<file path="src/common/dss_regs.vh">
`ifndef DSS_REGS_VH
`define DSS_REGS_VH

// Register word addresses on the plain register port
`define DSS_OFF_STATUS   4'h0
`define DSS_OFF_MASK     4'h1
`define DSS_OFF_L1_NA    4'h2
`define DSS_OFF_L1_REF   4'h3
`define DSS_OFF_L2_NA    4'h4
`define DSS_OFF_L2_REF   4'h5
`define DSS_OFF_PINS     4'h6

// Status and mask layout
`define DSS_ST_LOAD_L1   0
`define DSS_ST_LOAD_L2   1
`define DSS_ST_LOST_L1   2
`define DSS_ST_LOST_L2   3
`define DSS_ST_W         4

// Shift register layout, last bit shifted sits at bit 0
`define DSS_SR_W         24
`define DSS_SR_LOOP      0
`define DSS_SR_SW        1
`define DSS_SR_CTRL      2
`define DSS_SR_A_LSB     3
`define DSS_SR_A_MSB     9
`define DSS_SR_N_LSB     10
`define DSS_SR_N_MSB     19
`define DSS_SR_R_LSB     3
`define DSS_SR_R_MSB     16

// Counter widths
`define DSS_R_W          14
`define DSS_N_W          10
`define DSS_A_W          7

// Latch and mask register reset values
`define DSS_RST_R        14'h0008
`define DSS_RST_N        10'h008
`define DSS_RST_A        7'h00
`define DSS_RST_SW       1'b1
`define DSS_RST_MASK     4'h0

`endif

</file>
<file path="src/hw/dss_core.v">
// Contract
// - Shift serial data on each serial clock rise
// - Last bit picks loop one or two
// - Second-last bit sets switch low or released
// - Third-last bit picks divider or reference latch
// - Strobe pulse copies shift register into latches
// - Shifting alone never alters latches or counters
// - VCO edge decrements main and active swallow
// - Phase output low leading, high lagging, else float
// - Modulus low until swallow done, then high
// - Lock indicator high locked, low pulses otherwise
`include "dss_regs.vh"
`timescale 1ns/1ps
`default_nettype none

module dss_core (
	input  wire        clk_sys,
	input  wire        rst_n,
	input  wire        ser_clk,
	input  wire        ser_data,
	input  wire        latch_load_strobe,
	input  wire        vco_in_loop1,
	input  wire        vco_in_loop2,
	input  wire        ref_osc_input,
	output wire        ref_osc_output,
	output wire        prescaler_sel_loop1,
	output wire        prescaler_sel_loop2,
	output wire        lock_ind_loop1,
	output wire        lock_ind_loop2,
	output wire        phase_err_out_loop1,
	output wire        phase_err_oe_loop1,
	output wire        phase_err_out_loop2,
	output wire        phase_err_oe_loop2,
	output wire        od_switch_loop1,
	output wire        od_switch_oe_loop1,
	output wire        od_switch_loop2,
	output wire        od_switch_oe_loop2,
	input  wire [3:0]  reg_addr,
	input  wire [31:0] reg_wdata,
	input  wire        reg_wr,
	input  wire        reg_rd,
	output wire [31:0] reg_rdata,
	output wire        irq
);

	// Two-stage synchronisers: {osc, strobe, data, sclk}
	reg  [3:0]              sync1_ff;
	reg  [3:0]              sync2_ff;
	reg  [3:0]              sync3_ff;
	reg  [`DSS_SR_W-1:0]    sr_ff;
	reg  [`DSS_ST_W-1:0]    status_ff;
	reg  [`DSS_ST_W-1:0]    mask_ff;
	reg  [31:0]             rdata_ff;
	reg                     osc_out_ff;
	reg  [31:0]             nxt_rdata;
	reg  [`DSS_ST_W-1:0]    nxt_status;
	wire                    sclk_rise;
	wire                    ld_rise;
	wire                    osc_rise;
	wire [1:0]              vco_pin;
	wire [1:0]              ld_ev;
	wire [1:0]              lost_ev;

	assign sclk_rise = sync2_ff[0] & ~sync3_ff[0];
	assign ld_rise   = sync2_ff[2] & ~sync3_ff[2];
	assign osc_rise  = sync2_ff[3] & ~sync3_ff[3];
	assign vco_pin   = {vco_in_loop2, vco_in_loop1};

	always @(posedge clk_sys or negedge rst_n) begin
		if (!rst_n) begin
			sync1_ff   <= 4'h0;
			sync2_ff   <= 4'h0;
			sync3_ff   <= 4'h0;
			osc_out_ff <= 1'b1;
		end else begin
			sync1_ff   <= {ref_osc_input, latch_load_strobe, ser_data,
				ser_clk};
			sync2_ff   <= sync1_ff;
			sync3_ff   <= sync2_ff;
			// Inverted copy of the oscillator, as the on-chip amplifier gives
			osc_out_ff <= ~sync2_ff[3];
		end
	end

	// Shift register; data and clock pass the same synchroniser depth, so
	// the sampled bit is the one that stood at the serial clock rise
	always @(posedge clk_sys or negedge rst_n) begin
		if (!rst_n) begin
			sr_ff <= {`DSS_SR_W{1'b0}};
		end else if (sclk_rise) begin
			sr_ff <= {sr_ff[`DSS_SR_W-2:0], sync2_ff[1]};
		end
	end

	genvar g;
	generate
		for (g = 0; g < 2; g = g + 1) begin : lp
			reg  [1:0]            vs_ff;
			reg                   vs3_ff;
			reg  [`DSS_R_W-1:0]   r_lat_ff;
			reg  [`DSS_R_W-1:0]   r_cnt_ff;
			reg  [`DSS_N_W-1:0]   n_lat_ff;
			reg  [`DSS_N_W-1:0]   n_cnt_ff;
			reg  [`DSS_A_W-1:0]   a_lat_ff;
			reg  [`DSS_A_W-1:0]   a_cnt_ff;
			reg                   sw_ff;
			reg                   mc_ff;
			reg                   ref_ev_ff;
			reg                   vco_ev_ff;
			reg                   up_ff;
			reg                   dn_ff;
			reg                   lock_ff;
			reg                   pd_out_ff;
			reg                   pd_oe_ff;
			reg                   ld_ev_ff;
			wire                  vco_rise;
			wire                  sel;

			assign vco_rise = vs_ff[1] & ~vs3_ff;
			// Loop 1 answers a one in the last bit, loop 2 a zero
			assign sel = ld_rise & (sr_ff[`DSS_SR_LOOP] == (g == 0));

			always @(posedge clk_sys or negedge rst_n) begin
				if (!rst_n) begin
					vs_ff  <= 2'b00;
					vs3_ff <= 1'b0;
				end else begin
					vs_ff  <= {vs_ff[0], vco_pin[g]};
					vs3_ff <= vs_ff[1];
				end
			end

			// Latches move only on a strobe rise, never while shifting
			always @(posedge clk_sys or negedge rst_n) begin
				if (!rst_n) begin
					r_lat_ff <= `DSS_RST_R;
					n_lat_ff <= `DSS_RST_N;
					a_lat_ff <= `DSS_RST_A;
					sw_ff    <= `DSS_RST_SW;
					ld_ev_ff <= 1'b0;
				end else begin
					ld_ev_ff <= sel;
					if (sel) begin
						sw_ff <= sr_ff[`DSS_SR_SW];
						if (sr_ff[`DSS_SR_CTRL]) begin
							r_lat_ff <= sr_ff[`DSS_SR_R_MSB:`DSS_SR_R_LSB];
						end else begin
							n_lat_ff <= sr_ff[`DSS_SR_N_MSB:`DSS_SR_N_LSB];
							a_lat_ff <= sr_ff[`DSS_SR_A_MSB:`DSS_SR_A_LSB];
						end
					end
				end
			end

			// Reference divider; a new value takes effect at the next reload
			always @(posedge clk_sys or negedge rst_n) begin
				if (!rst_n) begin
					r_cnt_ff  <= `DSS_RST_R;
					ref_ev_ff <= 1'b0;
				end else begin
					ref_ev_ff <= 1'b0;
					if (osc_rise) begin
						if (r_cnt_ff <= {{(`DSS_R_W-1){1'b0}}, 1'b1}) begin
							r_cnt_ff  <= r_lat_ff;
							ref_ev_ff <= 1'b1;
						end else begin
							r_cnt_ff <= r_cnt_ff - 1'b1;
						end
					end
				end
			end

			// Main and swallow counters with modulus control
			always @(posedge clk_sys or negedge rst_n) begin
				if (!rst_n) begin
					n_cnt_ff  <= `DSS_RST_N;
					a_cnt_ff  <= `DSS_RST_A;
					mc_ff     <= 1'b0;
					vco_ev_ff <= 1'b0;
				end else begin
					vco_ev_ff <= 1'b0;
					if (vco_rise) begin
						if (n_cnt_ff <= {{(`DSS_N_W-1){1'b0}}, 1'b1}) begin
							n_cnt_ff  <= n_lat_ff;
							a_cnt_ff  <= a_lat_ff;
							mc_ff     <= (a_lat_ff == `DSS_RST_A);
							vco_ev_ff <= 1'b1;
						end else begin
							n_cnt_ff <= n_cnt_ff - 1'b1;
							if (a_cnt_ff != `DSS_RST_A) begin
								a_cnt_ff <= a_cnt_ff - 1'b1;
								mc_ff    <= (a_cnt_ff == 7'h01);
							end
						end
					end
				end
			end

			// Three-state detector: up pumps high, down pumps low
			always @(posedge clk_sys or negedge rst_n) begin
				if (!rst_n) begin
					up_ff     <= 1'b0;
					dn_ff     <= 1'b0;
					lock_ff   <= 1'b1;
					pd_out_ff <= 1'b0;
					pd_oe_ff  <= 1'b0;
				end else begin
					if ((up_ff | ref_ev_ff) & (dn_ff | vco_ev_ff)) begin
						up_ff <= 1'b0;
						dn_ff <= 1'b0;
					end else begin
						up_ff <= up_ff | ref_ev_ff;
						dn_ff <= dn_ff | vco_ev_ff;
					end
					pd_out_ff <= up_ff;
					pd_oe_ff  <= up_ff ^ dn_ff;
					lock_ff   <= ~(up_ff ^ dn_ff);
				end
			end

			assign ld_ev[g]   = ld_ev_ff;
			assign lost_ev[g] = lock_ff & (up_ff ^ dn_ff);
		end
	endgenerate

	assign ref_osc_output      = osc_out_ff;
	assign prescaler_sel_loop1 = lp[0].mc_ff;
	assign prescaler_sel_loop2 = lp[1].mc_ff;
	assign lock_ind_loop1      = lp[0].lock_ff;
	assign lock_ind_loop2      = lp[1].lock_ff;
	assign phase_err_out_loop1 = lp[0].pd_out_ff;
	assign phase_err_oe_loop1  = lp[0].pd_oe_ff;
	assign phase_err_out_loop2 = lp[1].pd_out_ff;
	assign phase_err_oe_loop2  = lp[1].pd_oe_ff;
	// Open drain: only ever pulls low
	assign od_switch_loop1     = 1'b0;
	assign od_switch_oe_loop1  = ~lp[0].sw_ff;
	assign od_switch_loop2     = 1'b0;
	assign od_switch_oe_loop2  = ~lp[1].sw_ff;

	// Sticky status; an event in the clearing cycle survives the clear
	always @* begin
		nxt_status = status_ff;
		if (reg_wr && reg_addr == `DSS_OFF_STATUS)
			nxt_status = status_ff & ~reg_wdata[`DSS_ST_W-1:0];
		nxt_status = nxt_status | {lost_ev, ld_ev};
	end

	always @* begin
		nxt_rdata = 32'h0000_0000;
		case (reg_addr)
		`DSS_OFF_STATUS: nxt_rdata[`DSS_ST_W-1:0] = status_ff;
		`DSS_OFF_MASK:   nxt_rdata[`DSS_ST_W-1:0] = mask_ff;
		`DSS_OFF_L1_NA:  nxt_rdata[16:0] = {lp[0].n_lat_ff, lp[0].a_lat_ff};
		`DSS_OFF_L1_REF: nxt_rdata[13:0] = lp[0].r_lat_ff;
		`DSS_OFF_L2_NA:  nxt_rdata[16:0] = {lp[1].n_lat_ff, lp[1].a_lat_ff};
		`DSS_OFF_L2_REF: nxt_rdata[13:0] = lp[1].r_lat_ff;
		`DSS_OFF_PINS:   nxt_rdata[5:0] = {lp[1].lock_ff, lp[0].lock_ff,
			lp[1].mc_ff, lp[0].mc_ff, lp[1].sw_ff, lp[0].sw_ff};
		default:         nxt_rdata = 32'h0000_0000;
		endcase
	end

	always @(posedge clk_sys or negedge rst_n) begin
		if (!rst_n) begin
			status_ff <= {`DSS_ST_W{1'b0}};
			mask_ff   <= `DSS_RST_MASK;
			rdata_ff  <= 32'h0000_0000;
		end else begin
			status_ff <= nxt_status;
			if (reg_wr && reg_addr == `DSS_OFF_MASK)
				mask_ff <= reg_wdata[`DSS_ST_W-1:0];
			rdata_ff <= reg_rd ? nxt_rdata : 32'h0000_0000;
		end
	end

	assign reg_rdata = rdata_ff;
	assign irq       = |(status_ff & mask_ff);

endmodule

`default_nettype wire

</file>
<file path="config.mk">
export PLATFORM = sky130hd
export DESIGN_NAME = dss_core
export DESIGN_NICKNAME = d
export VERILOG_FILES = /design/src/hw/dss_core.v
export VERILOG_INCLUDE_DIRS = /design/src /design/src/common
export SDC_FILE = /design/constraint.sdc
export NUM_CORES = 1
export LEC_CHECK = 0
export BUFFER_PORTS_ARGS = -buffer_cell sky130_fd_sc_hd__buf_4
export CAP_MARGIN = 20
export CORE_MARGIN = 2
export CORE_UTILIZATION = 25
export CTS_CLUSTER_DIAMETER = 50
export DETAILED_ROUTE_END_ITERATION = 6
export HOLD_SLACK_MARGIN = 0.05
export PLACE_DENSITY_LB_ADDON = 0.12
export SKIP_LAST_GASP = 1
export SYNTH_ARGS = -nofsm -noshare
export SYNTH_HDL_FRONTEND = slang
export SYNTH_SLANG_ARGS = --single-unit
</file>
<file path="constraint.sdc">
create_clock -name clk_sys -period 2.8 [get_ports clk_sys]
set_input_delay 0.28 -clock clk_sys [delete_from_list [all_inputs] [get_ports clk_sys]]
set_output_delay 0.28 -clock clk_sys [all_outputs]
set_load 0.01 [all_outputs]
</file>
==> results.toml, run 1 <==
[run_status]
outcome = "completed"

[clock_network]
cts_buffers = 35
cts_tree = "done"
cts_max_level = 2
clkTransAtPathRegs_ns = 0.05
clockRootBuffer = "clkbuf_16"
post_cts_buffers = 0
clock-sinks = 207
cts_max_path_buffers = 3
clock_latency_ns = 0.54

[final_layout]
final_common_cell = "dfrtp_1"
fin_nets = 1007
fill_cells = 3985
drive_gt1_share_pct = 26.1
layout_common_cells = "dfrtp_1, mux2_2, buf_4"
area_delta_synth_final_pct = 23.8
layout.area.seq_um2 = 5200
fin_util_pct = 31.4
multiInputGateArea_um2 = 4250

[die]
initial_core_util_pct = 25.4
coreArea_um2 = 38600
io-pin-count = 92
dieArea_um2 = 40800
chipWidth_um = 202
fp.dieH_um = 202
rows = 72

[min_path]
min_to = "reg_rdata[5]"
min_from = "reg_addr[2]"
hold_depth = 3
hold_path.class = "in -> reg"

[power]
swShare_pct = 34.0
switchingPower_uw = 4150
power.total_uw = 12200
max-vdd-ir-drop_uv = 361
internal-power_uw = 8060
share_comb_of_total_power_pct = 21.8
p_leak_uw = 0.00514
seq_power_share_pct = 41.8
power.share.clock_pct = 36.3
powerDensity_nw_per_um2 = 1010

[route]
drcViolationCount = 0
dr_total_vias = 7136
drtIter0Drc = 304
firstDrtPassIters = 4
vias_per_cell = 4.78
wire_per_inst_um = 18.7
ant_nets = 0
wirelength_um = 27900

[grt]
gr-usage-all-layers_pct = 14.0
grt_pass1_wl_um = 44200
grt_overflow_total = 0
grt_pass1_vias = 7213
antenna_found_initial = 1
grt_max_degree = 71

[timing]
slew_viol_final = 0
hold_viol = 0
period_needed_ns = 2.24
finalSetupTns_ns = 0
fin_crit_sh_pct = 79.9
max_freq_mhz = 447
setup_viol = 0
slew-limit-headroom_pct = 43.7
rsz0062_at_grt = "false"
tightest_slew_ns = 0.844
skew_ns = 0.0200

[yosys]
synth_cells = 863
synth_edf_count = 0
synth_area_per_cell_um2 = 11.4
yosysTopAreaCellShare_pct = 49.5
yosys.area.top_type = "dfrtp_1"
ys_async_sr_fraction_pct = 100
ys_warn_count = 0
ys_ff_latch = 207
yosysSeqAreaShare_pct = 53.0
synth_ff_type = "dfrtp_1"
synth_area_um2 = 9800
synth.area.top_cells = "dfrtp_1, mux2_2, dfstp_2"
synth_cell_types = 67

[setup_path]
r2r_slack_ns = 0.56
rr_worst_depth = 7
cp_slowest_cell = "nand4b_1"
cp_slowest_stage_delay_ns = 0.45
crit_buf_inv = 2
r2r_start = "lp[1].n_cnt_ff[0]"
required_ns = 3.23
cp_data_arrival_time_ns = 2.67
end_kind = "register"
crit_family = "simple AND/OR/NAND/NOR gates"
crit_chain = "inv_1 > ha_1 > nor2_1 > nand4b_1 > buf_4 > a211o_1 > a22oi_1"
r2r_end = "lp[1].n_cnt_ff[7]"
path_class = "reg -> reg"
cp-start-kind = "register"
worstPathMaxFanout = 12

[placement]
place.gp.congestion = 0.792
io_buffers = 46
dp_hpwl_um = 19500

[job]
timing.max_cap.violations = 0
[synthesized netlist by cell type, types with 14 or more instances]
cell type,count
dfrtp_1,194
o21ai_0,40
o2bb2ai_1,14
clkbuf_1,27
ha_1,14
mux2_2,90
a21oi_1,34
a22oi_1,27
nand3_1,27
nand2_1,48
nor2b_1,15
nor3_1,24
inv_1,33
nor2_1,31
mux2i_1,27
buf_4,18
[logic make-up (layout without fill, tap and decap cells)]
group | Yosys count | count (layout) | synth area share (%)
AND/OR/NAND/NOR | 227 | 227 | 13.0
flip-flops | 207 | 207 | 53.0
AO/OA/AOI/OAI | 206 | 206 | 14.5
multiplexers | 117 | 117 | 13.1
buffers and inverters | 88 | 182 | 4.29
adder cells (fa/ha/maj) | 14 | 14 | 1.79
XOR/XNOR | 3 | 3 | 0.268
other | 1 | 18 | 0.0383
[worst min-delay path, delay by kind of cell]
| family | cells | cell delay (ns) |
|---|---|---|
| buf+inv | 1 | 0.16 |
| simple gates | 1 | 0.09 |
| compound gates | 1 | 0.07 |
[power by group through the flow]
stage | Sequential, µW | Clock (µW) | Combinational (µW)
2_1_floorplan | 4660 | 0 | 2040
3_3_place_gp | 5160 | 0 | 2670
3_5_place_dp | 5160 | 0 | 2680
4_1_cts | 5120 | 4580 | 2710
5_1_grt | 5290 | 4720 | 3020
6_report | 5110 | 4440 | 2670
[area by class of cell]
type | count | area share [%]
multi-input combinational | 584 | 35.0
tap | 518 | 5.34
timing repair buffer | 86 | 5.94
clock inverter | 17 | 1.73
inverter | 33 | 1.02
clock buffer | 46 | 8.13
antenna | 1 | 0.0206
sequential | 207 | 42.8
[routing by layer]
metal | wire length [µm] | vias up | global-route usage, % | share of wire (%)
met1 | 13500 | 3609 | 19.7 | 49
met2 | 12700 | 121 | 21.6 | 45
li1 | - | 3370 | - | -
met5 | 0 | - | 0 | 0
met4 | 496 | 0 | 3.91 | 1.8
met3 | 1210 | 36 | 3.24 | 4.3
[how the worst max path moves through the flow]
stage                             end  cells past startpoint  slack, ns               from
finish              lp[1].n_cnt_ff[7]                      7       0.56  lp[1].n_cnt_ff[0]
detailed placement  lp[1].a_cnt_ff[0]                      5       0.58  lp[1].n_cnt_ff[4]
global route        lp[1].n_cnt_ff[9]                      7       0.39  lp[1].n_cnt_ff[0]
global placement    lp[1].a_cnt_ff[1]                      4       0.58  lp[1].n_cnt_ff[4]
CTS                 lp[1].a_cnt_ff[0]                      5       0.56  lp[1].n_cnt_ff[4]
floorplan           lp[1].n_cnt_ff[7]                      7       0.86  lp[1].n_cnt_ff[0]
[sequential cells by signal, indices dropped and copies added, names as in the netlist, 3 cells and up]
register / flops
lp.r_cnt_ff: 28
lp.r_lat_ff: 28
lp.n_cnt_ff: 20
lp.n_lat_ff: 20
sr_ff: 20
reg_rdata: 17
lp.a_cnt_ff: 14
lp.a_lat_ff: 14
lp.vs_ff: 4
mask_ff: 4
status_ff: 4
sync1_ff: 4
sync2_ff: 4
sync3_ff: 3
[through the flow]
| step | area (µm²) | setup WS, ns | hold slack (ns) | std cells |
|---|---|---|---|---|
| after floorplan | 9860 | 0.859 | -0.0156 | 879 |
| after global placement | 10800 | 0.581 | 0.313 | 1416 |
| after detailed placement | 10800 | 0.581 | 0.310 | 1416 |
| after CTS | 12100 | 0.562 | 0.0948 | 1491 |
| after global routing | 12100 | 0.388 | 0.138 | 1491 |
| final | 12100 | 0.563 | 0.118 | 1492 |
[what timing repair did]
item	CTS	global route
endpoints found under the hold margin	79	0
gates resized for setup	0	0
hold buffers	12	0
Note: power is estimated with default switching activity, not from simulation.
==> inputs of run 2 (changes only) <==
- clock period: 2.8 -> 1.85 ns (I/O delays scaled with it)
==> results.toml, run 2 (same netlist as run 1, synthesis figures left out) <==
[run_status]
outcome = "finished, violations left"
violations = "negative setup slack"

[clock_network]
cts_max_path_buffers = 3
cts_buffers = 35
clkTransAtPathRegs_ns = 0.05
clockRootBuffer = "clkbuf_16"
cts_tree = "done"
clock-sinks = 207
cts_max_level = 2
clock_latency_ns = 0.53

[route]
vias_per_cell = 4.69
wire_per_inst_um = 18.6
ant_nets = 0
firstDrtPassIters = 4
drtIter0Drc = 311
dr_total_vias = 7432
wirelength_um = 29500
drcViolationCount = 0

[power]
max-vdd-ir-drop_uv = 707
p_leak_uw = 0.00569
powerDensity_nw_per_um2 = 1500
power.total_uw = 19900

[die]
rows = 72
chipWidth_um = 202
dieArea_um2 = 40800
coreArea_um2 = 38600
fp.dieH_um = 202
initial_core_util_pct = 25.4
io-pin-count = 92

[grt]
antenna_found_initial = 2
grt_overflow_total = 0
gr-usage-all-layers_pct = 14.7
grt_max_degree = 54
grt_pass1_vias = 7619
grt_pass1_wl_um = 46000

[timing]
setup_viol = 3
skew_ns = 0.0199
slew_viol_final = 0
slew-limit-headroom_pct = 62.1
tightest_slew_ns = 0.569
finalSetupTns_ns = -0.0529
fin_crit_sh_pct = 101
rsz0062_at_grt = "true"
max_freq_mhz = 534
hold_viol = 0
worst_slack_ns = -0.0242
period_needed_ns = 1.87

[setup_path]
r2r_slack_ns = -0.02
cp_data_arrival_time_ns = 2.32
end_kind = "register"
worstPathMaxFanout = 5
required_ns = 2.29
cp-start-kind = "register"
path_class = "reg -> reg"

[placement]
io_buffers = 46
dp_cells = 1503
dp_hpwl_um = 20900
place.gp.congestion = 0.808

[final_layout]
fin_util_pct = 34.2
layout_common_cells = "dfrtp_1, buf_4, mux2_2"
fill_cells = 3917
drive_gt1_share_pct = 35.0
reg_top3 = "lp.r_cnt_ff x28, lp.r_lat_ff x28"
final_common_cell = "dfrtp_1"
multiInputGateArea_um2 = 4430
area_delta_synth_final_pct = 34.7
stdcell_count = 1583
fin_nets = 1099
layout.area.seq_um2 = 5200

[min_path]
hold_path.class = "in -> reg"

[job]
timing.max_cap.violations = 0
==> run 2: layout make-up <==
type | count | share of cell area (%)
diodes | 1 | 0.0190
clock inverters | 15 | 1.68
flip-flops and latches | 207 | 39.4
well taps | 518 | 4.91
repair buffers | 178 | 12.0
multi-input cells | 584 | 33.5
inverters | 33 | 0.938
clock buffers | 47 | 7.60
==> run 2: routing by layer <==
metal / global-route usage (%) / wire (µm) / vias up
met4: 5.83 / 844 / 2
met2: 22.7 / 13400 / 118
met3: 2.71 / 1240 / 47
li1: - / - / 3549
met1: 20.3 / 14000 / 3716
met5: 0 / 13 / -
==> run 2: worst paths after layout <==
check                      cells after the start                  end              start
max                                            6  prescaler_sel_loop1  lp[0].n_cnt_ff[3]
min                                            3         reg_rdata[1]        reg_addr[3]
max reg2reg                                    6  prescaler_sel_loop1  lp[0].n_cnt_ff[3]
min reg2reg                                    0          sync2_ff[1]        sync1_ff[1]
max in group asynchronous                      3    lp[1].n_cnt_ff[3]              rst_n
min in group asynchronous                      2         lp[0].vs3_ff              rst_n
==> run 2: critical path, stage by stage, from the launching register on <==
cell       delay, ns
dfstp_2         0.37
or4_4           0.56
nor4b_4         0.24
buf_6           0.17
buf_6           0.12
mux2i_1         0.18
a2bb2oi_1       0.15
==> run 2: through the flow <==
stage	hold WS, ns	setup WS, ns	instance area [µm²]
finish	0.126	-0.0242	13200
CTS	0.0925	-0.0637	13000
global placement	0.165	-0.0957	11600
detailed placement	0.159	-0.148	11600
floorplan	-0.111	-0.0488	9860
global route	0.125	-0.120	13200
==> run 2: repair_timing <==
action,4_1_cts,5_1_grt
endpoints found under the hold margin,209,0
endpoints found under the setup margin,23,49
hold buffers,13,0
cloned,0,1
resized for setup,9,44
pin swaps,5,13
setup buffers,1,2
==> run 2: where the power goes <==
part	leakage [µW]	internal, µW	switching, µW
registers	0.00261	5960	1580
logic	0.00249	2870	2630
clock network	0.000587	4500	2320
==> inputs of run 3 (changes only) <==
- CORE_ASPECT_RATIO: default -> 1.75
- RECOVER_POWER: default -> 25
==> results.toml, run 3 (same netlist as run 1, synthesis figures left out) <==
[placement]
place.gp.congestion = 0.813
io_buffers = 46
place_ws_ns = -0.116
dp_hpwl_um = 22400

[final_layout]
drive_gt1_share_pct = 35.2
diodes = 0
reg_top3 = "lp.r_cnt_ff x28, lp.r_lat_ff x28"
area_delta_synth_final_pct = 32.3
final_common_cell = "dfrtp_1"
fin_util_pct = 33.3
layout_common_cells = "dfrtp_1, buf_4, mux2_2"
fin_nets = 1104

[route]
wire_per_inst_um = 19.5
dr.max_layer_used = "met4"
vias_per_cell = 4.92
wl_met1_um = 11100
route.met3.wl_um = 888
dr_total_vias = 7640
drtIter0Drc = 377
wl_met2_um = 17300
ant_nets = 0
drcViolationCount = 0
wirelength_um = 30300
firstDrtPassIters = 4

[die]
dieArea_um2 = 40900
fp.dieH_um = 266
chipWidth_um = 154
rows = 96
initial_core_util_pct = 25.2
coreArea_um2 = 38900
io-pin-count = 92

[setup_path]
crit_buf_inv = 2
worstPathMaxFanout = 7
crit_chain = "or4_4 > nor4b_4 > buf_6 > buf_12 > mux2i_1 > a2bb2oi_1"
cp_slowest_cell = "or4_4"
cp-start-kind = "register"
cp_slowest_stage_delay_ns = 0.56
cp_data_arrival_time_ns = 2.39
required_ns = 2.32
end_kind = "register"
path_class = "reg -> reg"
crit_family = "simple AND/OR/NAND/NOR gates"

[clock_network]
cts_max_path_buffers = 3
clock-sinks = 207
clock_latency_ns = 0.54
clkTransAtPathRegs_ns = 0.07
cts_buffers = 26
cts_tree = "done"
cts_max_level = 1
clockRootBuffer = "clkbuf_16"

[timing]
skew_ns = 0.0170
max_freq_mhz = 521
slew_viol_final = 0
fin_crit_sh_pct = 104
hold_viol = 0
rsz0062_at_grt = "true"
slew-limit-headroom_pct = 36.1
period_needed_ns = 1.92
setup_viol = 14
tightest_slew_ns = 0.958
worst_slack_ns = -0.0701

[job]
timing.max_cap.violations = 0

[grt]
antenna_found_initial = 0
grt_max_degree = 60
grt_pass1_wl_um = 47700
gr-usage-all-layers_pct = 14.9
grt_overflow_total = 0
grt_pass1_vias = 8046

[min_path]
hold_path.class = "in -> reg"

[power]
power.share.clock_pct = 29.3
share_comb_of_total_power_pct = 30.9
swShare_pct = 34.1
seq_power_share_pct = 39.8
p_leak_uw = 0.00560
internal-power_uw = 12400
switchingPower_uw = 6400
max-vdd-ir-drop_uv = 524
powerDensity_nw_per_um2 = 1450

[run_status]
outcome = "finished, violations left"
violations = "negative setup slack"
run 3: cell count changes in the layout (fill, tap and decap cells not counted), moves of 3 or more:
| cell | delta |
|---|---|
| buf_8 | -3 |
| inv_1 | -3 |
| clkinv_2 | -3 |
| buf_6 | +7 |
| nor3_2 | -3 |
| clkbuf_16 | -11 |
| ha_4 | +3 |
| inv_2 | +3 |
| clkbuf_4 | +7 |
run 3: layer usage:
metal | vias to the layer above | GRT usage (%)
li1 | 3549 | -
met1 | 3912 | 16.1
met2 | 124 | 29.4
met3 | 55 | 1.63
met4 | 0 | 5.36
met5 | - | 0
run 3: metrics by stage:
| stage | total power [µW] | hold WS [ns] | setup TNS (ns) | cells | area [µm²] |
|---|---|---|---|---|---|
| 2_1_floorplan | 10100 | -0.111 | -0.228 | 879 | 9860 |
| 3_3_place_gp | 13000 | 0.0946 | -1.82 | 1483 | 11600 |
| 3_5_place_dp | 13100 | 0.0904 | -2.04 | 1483 | 11600 |
| 4_1_cts | 18800 | 0.0827 | -1.31 | 1549 | 12800 |
| 5_1_grt | 20000 | 0.0920 | -2.79 | 1554 | 13000 |
| 6_report | 18800 | 0.0914 | -0.402 | 1554 | 13000 |
run 3: final timing paths:
path | start | end | slack (ns) | depth (start not counted)
min | reg_addr[3] | reg_rdata[1] | 0.09 | 3
min in group asynchronous | rst_n | lp[0].n_lat_ff[2] | 0.33 | 2
max in group asynchronous | rst_n | lp[1].n_lat_ff[3] | 0.37 | 3
min reg2reg | sync1_ff[2] | sync2_ff[2] | 0.35 | 0
max reg2reg | lp[0].n_cnt_ff[5] | prescaler_sel_loop1 | -0.07 | 6
max | lp[0].n_cnt_ff[5] | prescaler_sel_loop1 | -0.07 | 6
run 3: area by class of cell:
cell class              count  area (µm²)
fillers                  3992       25900
flip-flops and latches    207        5200
multi-input cells         584        4450
repair buffers            192        1660
clock buffers              38         757
well taps                 490         613
clock inverters            10         174
inverters                  33         124
run 3: worst register-to-register path, cell delays in order, from the launching register on:
cell       delay, ns
dfrtp_1         0.38
or4_4           0.56
nor4b_4         0.23
buf_6           0.20
buf_12          0.15
mux2i_1         0.18
a2bb2oi_1       0.16
run 3: power by group through the flow:
stage / clock, µW / combinational (µW) / sequential [µW]
finish: 5500 / 5800 / 7460
global route: 5900 / 6440 / 7700
CTS: 5700 / 5640 / 7480
detailed placement: 0 / 5530 / 7540
global placement: 0 / 5510 / 7540
floorplan: 0 / 3090 / 7060
run 3: timing repair:
item	in CTS	in global routing
cloned	1	0
hold buffers	14	0
setup endpoints to repair	33	52
resized for setup	15	51
pin swaps	5	27
hold endpoints to repair	214	0
setup buffers	3	5
